===== config.mk =====
export PLATFORM = sky130hd
export DESIGN_NAME = sipc_check
export DESIGN_NICKNAME = d
export VERILOG_FILES = /design/src/sipc_pkg.sv /design/src/sipc_check.sv
export SDC_FILE = /design/constraint.sdc
export NUM_CORES = 1
export LEC_CHECK = 0
export BUFFER_PORTS_ARGS = -buffer_cell sky130_fd_sc_hd__buf_2
export CORE_AREA = 4 4 41 43
export DETAILED_ROUTE_END_ITERATION = 8
export DIE_AREA = 0 0 45 47
export GPL_TIMING_DRIVEN = 0
export PLACE_DENSITY = 0.66
export SLEW_MARGIN = 20
export SYNTH_ARGS = -nofsm -noshare
export SYNTH_HDL_FRONTEND = slang
export SYNTH_SLANG_ARGS = --single-unit

===== constraint.sdc =====
create_clock -name clock -period 3.8 [get_ports clock]
set_input_delay 0.19 -clock clock [delete_from_list [all_inputs] [get_ports clock]]
set_output_delay 0.19 -clock clock [all_outputs]
set_load 0.03 [all_outputs]

===== src/sipc_pkg.sv =====
// Package of instruction codes, privilege classes and carrier types for the privilege checker.
package sipc_pkg;

  localparam int unsigned PRIV_W = 2;
  localparam logic [PRIV_W-1:0] PRIV_KERNEL = 2'h0;
  localparam logic [PRIV_W-1:0] PRIV_USER   = 2'h3;

  // Encoding of the decoded system instruction presented by the front end.
  typedef enum logic [5:0] {
    SI_NONE                       = 6'h00,
    SI_HALT                       = 6'h01,
    SI_CLEAR_TASK_SWITCHED        = 6'h02,
    SI_CACHE_INVALIDATE           = 6'h03,
    SI_CACHE_WRITEBACK_INVALIDATE = 6'h04,
    SI_TLB_ENTRY_INVALIDATE       = 6'h05,
    SI_LOAD_GDT                   = 6'h06,
    SI_LOAD_IDT                   = 6'h07,
    SI_LOAD_LDT                   = 6'h08,
    SI_LOAD_TASK_REG              = 6'h09,
    SI_MOV_CONTROL_REG            = 6'h0a,
    SI_MACHINE_WORD_LOAD          = 6'h0b,
    SI_MOV_DEBUG_REG              = 6'h0c,
    SI_MSR_READ                   = 6'h0d,
    SI_MSR_WRITE                  = 6'h0e,
    SI_SEGMENT_BASE_SWAP          = 6'h0f,
    SI_FAST_SYSTEM_RETURN         = 6'h10,
    SI_LEGACY_FAST_EXIT           = 6'h11,
    SI_INT_FLAG_CLEAR             = 6'h12,
    SI_INT_FLAG_SET               = 6'h13,
    SI_PERF_COUNTER_READ          = 6'h14,
    SI_TIMESTAMP_READ             = 6'h15,
    SI_TIMESTAMP_ID_READ          = 6'h16,
    SI_BREAKPOINT                 = 6'h17,
    SI_INTERRUPT_RETURN           = 6'h18,
    SI_LOAD_ACCESS_RIGHTS         = 6'h19,
    SI_LOAD_SEGMENT_LIMIT         = 6'h1a,
    SI_ADJUST_REQ_LEVEL           = 6'h1b,
    SI_VERIFY_READ                = 6'h1c,
    SI_VERIFY_WRITE               = 6'h1d,
    SI_STORE_GDT                  = 6'h1e,
    SI_STORE_IDT                  = 6'h1f,
    SI_STORE_LDT                  = 6'h20,
    SI_STORE_TASK_REG             = 6'h21,
    SI_STORE_MACHINE_WORD         = 6'h22,
    SI_SMM_RETURN                 = 6'h23,
    SI_FAST_SYSTEM_CALL           = 6'h24,
    SI_LEGACY_FAST_ENTRY          = 6'h25,
    SI_UNDEFINED_OP               = 6'h26
  } sipc_instr_t;

  // Privilege class of a system instruction.
  typedef enum logic [2:0] {
    CLS_NONE   = 3'h1,
    CLS_KERNEL = 3'h2,
    CLS_OS     = 3'h4
  } sipc_class_t;

  // One decoded instruction offered for checking.
  typedef struct packed {
    logic              valid;
    sipc_instr_t       instr;
    logic [PRIV_W-1:0] current_privilege_level;
  } sipc_req_t;

  // Verdict on one checked instruction.
  typedef struct packed {
    logic        valid;
    sipc_instr_t instr;
    sipc_class_t cls;
    logic        execute;
    logic        gp_fault;
  } sipc_resp_t;

endpackage


===== src/sipc_check.sv =====
// Privilege checker for decoded system-management instructions.
// Behaviour
// - Privileged class executes only at level zero.
// - Halt, cache, TLB, table loads need level zero.
// - Control register moves, word load need zero.
// - Debug register moves, MSR access need zero.
// - Base swap, fast return, fast exit need zero.
// - Listed unprivileged instructions run at any level.
`timescale 1ns/1ps

module sipc_check
  import sipc_pkg::*;
(
  input  wire logic       clock,
  input  wire logic       rst,
  input  wire sipc_req_t  req,
  input  wire logic       os_allow,
  output sipc_resp_t      resp
);

  // Decoding is combinational so that the verdict lands one cycle after the request.
  // One code to a line keeps a later move of a code between classes easy to audit.

  function automatic logic is_table_op(input sipc_instr_t i);
    unique case (i)
      SI_HALT:                       is_table_op = 1'b1;
      SI_CLEAR_TASK_SWITCHED:        is_table_op = 1'b1;
      SI_CACHE_INVALIDATE:           is_table_op = 1'b1;
      SI_CACHE_WRITEBACK_INVALIDATE: is_table_op = 1'b1;
      SI_TLB_ENTRY_INVALIDATE:       is_table_op = 1'b1;
      SI_LOAD_GDT:                   is_table_op = 1'b1;
      SI_LOAD_IDT:                   is_table_op = 1'b1;
      SI_LOAD_LDT:                   is_table_op = 1'b1;
      SI_LOAD_TASK_REG:              is_table_op = 1'b1;
      default:                       is_table_op = 1'b0;
    endcase
  endfunction

  function automatic logic is_control_op(input sipc_instr_t i);
    unique case (i)
      SI_MOV_CONTROL_REG:   is_control_op = 1'b1;
      SI_MACHINE_WORD_LOAD: is_control_op = 1'b1;
      default:              is_control_op = 1'b0;
    endcase
  endfunction

  function automatic logic is_debug_op(input sipc_instr_t i);
    unique case (i)
      SI_MOV_DEBUG_REG: is_debug_op = 1'b1;
      SI_MSR_READ:      is_debug_op = 1'b1;
      SI_MSR_WRITE:     is_debug_op = 1'b1;
      default:          is_debug_op = 1'b0;
    endcase
  endfunction

  function automatic logic is_return_op(input sipc_instr_t i);
    unique case (i)
      SI_SEGMENT_BASE_SWAP:  is_return_op = 1'b1;
      SI_FAST_SYSTEM_RETURN: is_return_op = 1'b1;
      SI_LEGACY_FAST_EXIT:   is_return_op = 1'b1;
      default:               is_return_op = 1'b0;
    endcase
  endfunction

  function automatic logic is_os_op(input sipc_instr_t i);
    unique case (i)
      SI_INT_FLAG_CLEAR:    is_os_op = 1'b1;
      SI_INT_FLAG_SET:      is_os_op = 1'b1;
      SI_PERF_COUNTER_READ: is_os_op = 1'b1;
      SI_TIMESTAMP_READ:    is_os_op = 1'b1;
      SI_TIMESTAMP_ID_READ: is_os_op = 1'b1;
      default:              is_os_op = 1'b0;
    endcase
  endfunction

  function automatic logic is_free_op(input sipc_instr_t i);
    unique case (i)
      SI_BREAKPOINT:         is_free_op = 1'b1;
      SI_INTERRUPT_RETURN:   is_free_op = 1'b1;
      SI_LOAD_ACCESS_RIGHTS: is_free_op = 1'b1;
      SI_LOAD_SEGMENT_LIMIT: is_free_op = 1'b1;
      SI_ADJUST_REQ_LEVEL:   is_free_op = 1'b1;
      SI_VERIFY_READ:        is_free_op = 1'b1;
      SI_VERIFY_WRITE:       is_free_op = 1'b1;
      SI_STORE_GDT:          is_free_op = 1'b1;
      SI_STORE_IDT:          is_free_op = 1'b1;
      SI_STORE_LDT:          is_free_op = 1'b1;
      SI_STORE_TASK_REG:     is_free_op = 1'b1;
      SI_STORE_MACHINE_WORD: is_free_op = 1'b1;
      SI_SMM_RETURN:         is_free_op = 1'b1;
      SI_FAST_SYSTEM_CALL:   is_free_op = 1'b1;
      SI_LEGACY_FAST_ENTRY:  is_free_op = 1'b1;
      SI_UNDEFINED_OP:       is_free_op = 1'b1;
      default:               is_free_op = 1'b0;
    endcase
  endfunction

  // Group hits of the instruction on offer.
  logic        table_hit_w;
  logic        control_hit_w;
  logic        debug_hit_w;
  logic        return_hit_w;
  logic        kernel_hit_w;
  logic        os_hit_w;
  logic        free_hit_w;
  logic        unlisted_w;
  logic        level_zero_w;
  logic        kernel_ok_w;
  logic        os_ok_w;
  logic        free_ok_w;
  logic        allow_w;
  sipc_class_t cls_w;

  // Registered verdict, one register per field.
  logic        valid_d;
  logic        valid_q;
  sipc_instr_t instr_d;
  sipc_instr_t instr_q;
  sipc_class_t cls_d;
  sipc_class_t cls_q;
  logic        execute_d;
  logic        execute_q;
  logic        fault_d;
  logic        fault_q;

  assign table_hit_w   = is_table_op(req.instr);
  assign control_hit_w = is_control_op(req.instr);
  assign debug_hit_w   = is_debug_op(req.instr);
  assign return_hit_w  = is_return_op(req.instr);
  assign os_hit_w      = is_os_op(req.instr);
  assign free_hit_w    = is_free_op(req.instr);
  assign kernel_hit_w  = table_hit_w | control_hit_w | debug_hit_w | return_hit_w;
  // Codes outside every list are passed, as the gate only judges listed instructions.
  assign unlisted_w    = ~(kernel_hit_w | os_hit_w | free_hit_w);

  assign level_zero_w = (req.current_privilege_level == PRIV_KERNEL);
  assign kernel_ok_w  = kernel_hit_w & level_zero_w;
  // OS decides permission.
  // The permission arrives already resolved for the current level, so no level test here.
  assign os_ok_w      = os_hit_w & os_allow;
  assign free_ok_w    = free_hit_w | unlisted_w;
  assign allow_w      = kernel_ok_w | os_ok_w | free_ok_w;

  // Kernel wins over the OS class should a code ever sit in both lists.
  assign cls_w = kernel_hit_w ? CLS_KERNEL : (os_hit_w ? CLS_OS : CLS_NONE);

  // An idle slot gives neither grant nor fault, though instr and cls still follow the bus.
  assign valid_d   = req.valid;
  assign instr_d   = req.instr;
  assign cls_d     = cls_w;
  assign execute_d = req.valid & allow_w;
  // suppress and fault.
  // A refused OS-gated read faults too, since letting it run would leak the counter.
  assign fault_d   = req.valid & ~allow_w;

  // Synchronous reset clears the verdict so that no stale grant outlives it.
  always_ff @(posedge clock) begin
    if (rst) begin
      valid_q <= 1'b0;
    end else begin
      valid_q <= valid_d;
    end
  end

  always_ff @(posedge clock) begin
    if (rst) begin
      instr_q <= SI_NONE;
    end else begin
      instr_q <= instr_d;
    end
  end

  always_ff @(posedge clock) begin
    if (rst) begin
      cls_q <= CLS_NONE;
    end else begin
      cls_q <= cls_d;
    end
  end

  always_ff @(posedge clock) begin
    if (rst) begin
      execute_q <= 1'b0;
    end else begin
      execute_q <= execute_d;
    end
  end

  always_ff @(posedge clock) begin
    if (rst) begin
      fault_q <= 1'b0;
    end else begin
      fault_q <= fault_d;
    end
  end

  // The output is a bare copy of the flops, with no logic after them.
  assign resp = '{
    valid:    valid_q,
    instr:    instr_q,
    cls:      cls_q,
    execute:  execute_q,
    gp_fault: fault_q
  };

endmodule


==> impl_metrics.toml <==
[drt]
firstDrtPassIters = 2
drt_iter0_markers = 4
routed_wirelength_microns = 765
ant_nets = 0
vias_per_cell = 4.33
drc = 0
wl_per_cell_microns = 9.33
vias = 355

[yosys]
synth.most_common_cell = "dfxtp_1"
syn_avg_cell_area_sq_um = 10.1
synth-xor-area-share_pct = 0
yosys.area_share.simple_pct = 28.4
syn-instance-count = 41
ys_seq_area_share_pct = 58.0
syn_nets = 53
synth_top_flop_cell = "dfxtp_1"
synth.area.top_cells = "dfxtp_1 (58%), nor2b_1 (9.1%), buf_4 (5.4%), nor2_1 (4.5%), nand2b_1 (3.0%)"
ys_ff_latch = 12
synthTopCellsByCount = "dfxtp_1 (12), nor2b_1 (6), nor2_1 (5)"
netlist_area_sq_um = 414
synth_mux_area_share_pct = 0
synth_top_cell_area_share_pct = 58.0
synthAdderAreaFrac_pct = 0
yosysWarningCount = 0
synth_top_family_by_area = "simple AND/OR/NAND/NOR gates"
synth.distinct_cells = 17
yosysTopAreaCell = "dfxtp_1"
synth_compound_area_share_pct = 6.34
synthArstFlopShare_pct = 0
synth_edf_count = 0

[hold_path]
min_path_type = "in2reg"

[power_and_ir_drop]
switching_share_pct = 24.6
pwr-share-seq_pct = 54.6
combPwrFrac_pct = 16.4
p_switching_uw = 59.9
p_leak_uw = 0.000289
p_clk_share_pct = 29.0
intPower_uw = 184
vdd.ir_drop.worst_mv = 0.212
p_per_area_mw_per_mm2 = 428

[global_routing]
grt_overflow = 0
antenna_found_initial = 0
grt_max_degree = 11
grt_usage_pct = 8.10
grt_pass1_wl_microns = 1210
grt_pass1_vias = 301

[cells_and_area]
antenna_cells = 0
post_route_cells_drive_above_1_share_pct = 44.8
fin_nets = 81
synthToLayoutAreaGrowth_pct = 37.8

[sta]
slew_headroom_pct = 75.2
setup_ws_ns = 2.48
hold_viol_final = 0
setup-violations-final = 0
drv_slew = 0
rsz0062_at_grt = "no"
fin_setup_tns_ns = 0
whs_ns = 0.100
max_freq_mhz = 759
tightest_slew_ns = 0.371
fin_crit_sh_pct = 34.7
min_period_ns = 1.32

[clock_network]
cts.clk_slew.worst_paths_ns = 0.07
cts_buffer_depth = 2
htree_levels = 1
cts-resized-gates = 0
cts.sinks = 12
cts_setup_buffers = 0
tritoncts = "done"
cts_inserted_buffers = 3
holdBufCountCts = 0
cts_root_buf = "clkbuf_4"

[placed_design]
place.gp.congestion = 0.748
io_buffers = 23
post-place-ws_ns = 2.21

[worst_setup_path]
path_delay_family = "compound AO/OA/AOI/OAI gates"
endpoint_kind = "register"
worstSetupStartpointType = "input pin"
crit_buf_inv = 1
crit_chain = "buf_2 > o31a_1 > a211o_1 > or3_1 > a311oi_1"
crit_type = "in2reg"
max_stage_delay_ns = 0.33
critPathMaxFanout = 5
crit_slowest_cell = "or3_1"
crit_arrival_ns = 1.49
cp_data_required_time_ns = 3.97

[floorplanning]
initial_core_util_pct = 31.8
die_h_microns = 47
core_area_sq_mm = 0.00130
die-area_sq_mm = 0.00212
rows = 13
die_x_microns = 45
num_io_pins = 24

[run_status]
status = "complete, no violations"

[run]
maxCapViolations = 0
## layer usage
layer,wire length (microns),GRT usage (%)
met3,88,2.68
met2,338,11.3
met4,4,7.02
met5,0,0
met1,334,9.93
## state kept, by name (all words and copies together) (netlist names)
signal,flops
valid_q,1
cls_q,3
instr_q,6
execute_q,1
fault_q,1
## area by class of cell
class,instances,area (sq um)
Fill cell,142,731
Sequential cell,12,240
Multi-Input combinational cell,24,144
Timing Repair Buffer,23,115
Buffer,4,26.3
Clock buffer,3,22.5
Tap cell,15,18.8
Inverter,1,3.75
## through the flow
stage | instance area [sq um] | util, % | total power [uW] | instances
6_report | 571 | 43.8 | 244 | 82
5_1_grt | 571 | 43.8 | 257 | 82
4_1_cts | 571 | 43.8 | 248 | 82
3_5_place_dp | 548 | 42.1 | 177 | 79
3_3_place_gp | 548 | 42.1 | 176 | 79
2_1_floorplan | 414 | - | 162 | 41
## placed cells by master (no fill, tap or decap), drive strengths merged
cell / synthesis / final
or4: 1 / 1
nor3: 1 / 1
o31a: 1 / 1
a311oi: 1 / 1
or3: 1 / 1
and4: 1 / 1
dfxtp: 12 / 12
nor2b: 6 / 6
clkbuf: 1 / 4
and3: 1 / 1
nor2: 5 / 5
a211o: 1 / 1
inv: 1 / 1
nor4: 1 / 1
buf: 3 / 26
nand2b: 2 / 2
nand2: 2 / 2
## path summary, 6_finish.rpt
check,from,to,cells past startpoint
hold / removal,rst,valid_q$_SDFF_PP0_,2
setup / recovery,req[4],execute_q$_SDFF_PP0_,5
## power by group through the flow
stage / clock, uW / sequential (uW) / combinational [uW]
finish: 70.8 / 133 / 40.0
global placement: 0 / 136 / 40.2
floorplan: 0 / 146 / 15.3
CTS: 74.0 / 133 / 40.6
global route: 79.1 / 134 / 43.6
detailed placement: 0 / 136 / 40.5
## kinds of logic after synthesis
| logic type | after synthesis |
|---|---|
| AO/OA/AOI/OAI | 3 |
| flip-flops | 12 |
| AND/OR/NAND/NOR | 21 |
| buffers and inverters | 5 |
Note: power is estimated with default switching activity, not from simulation.
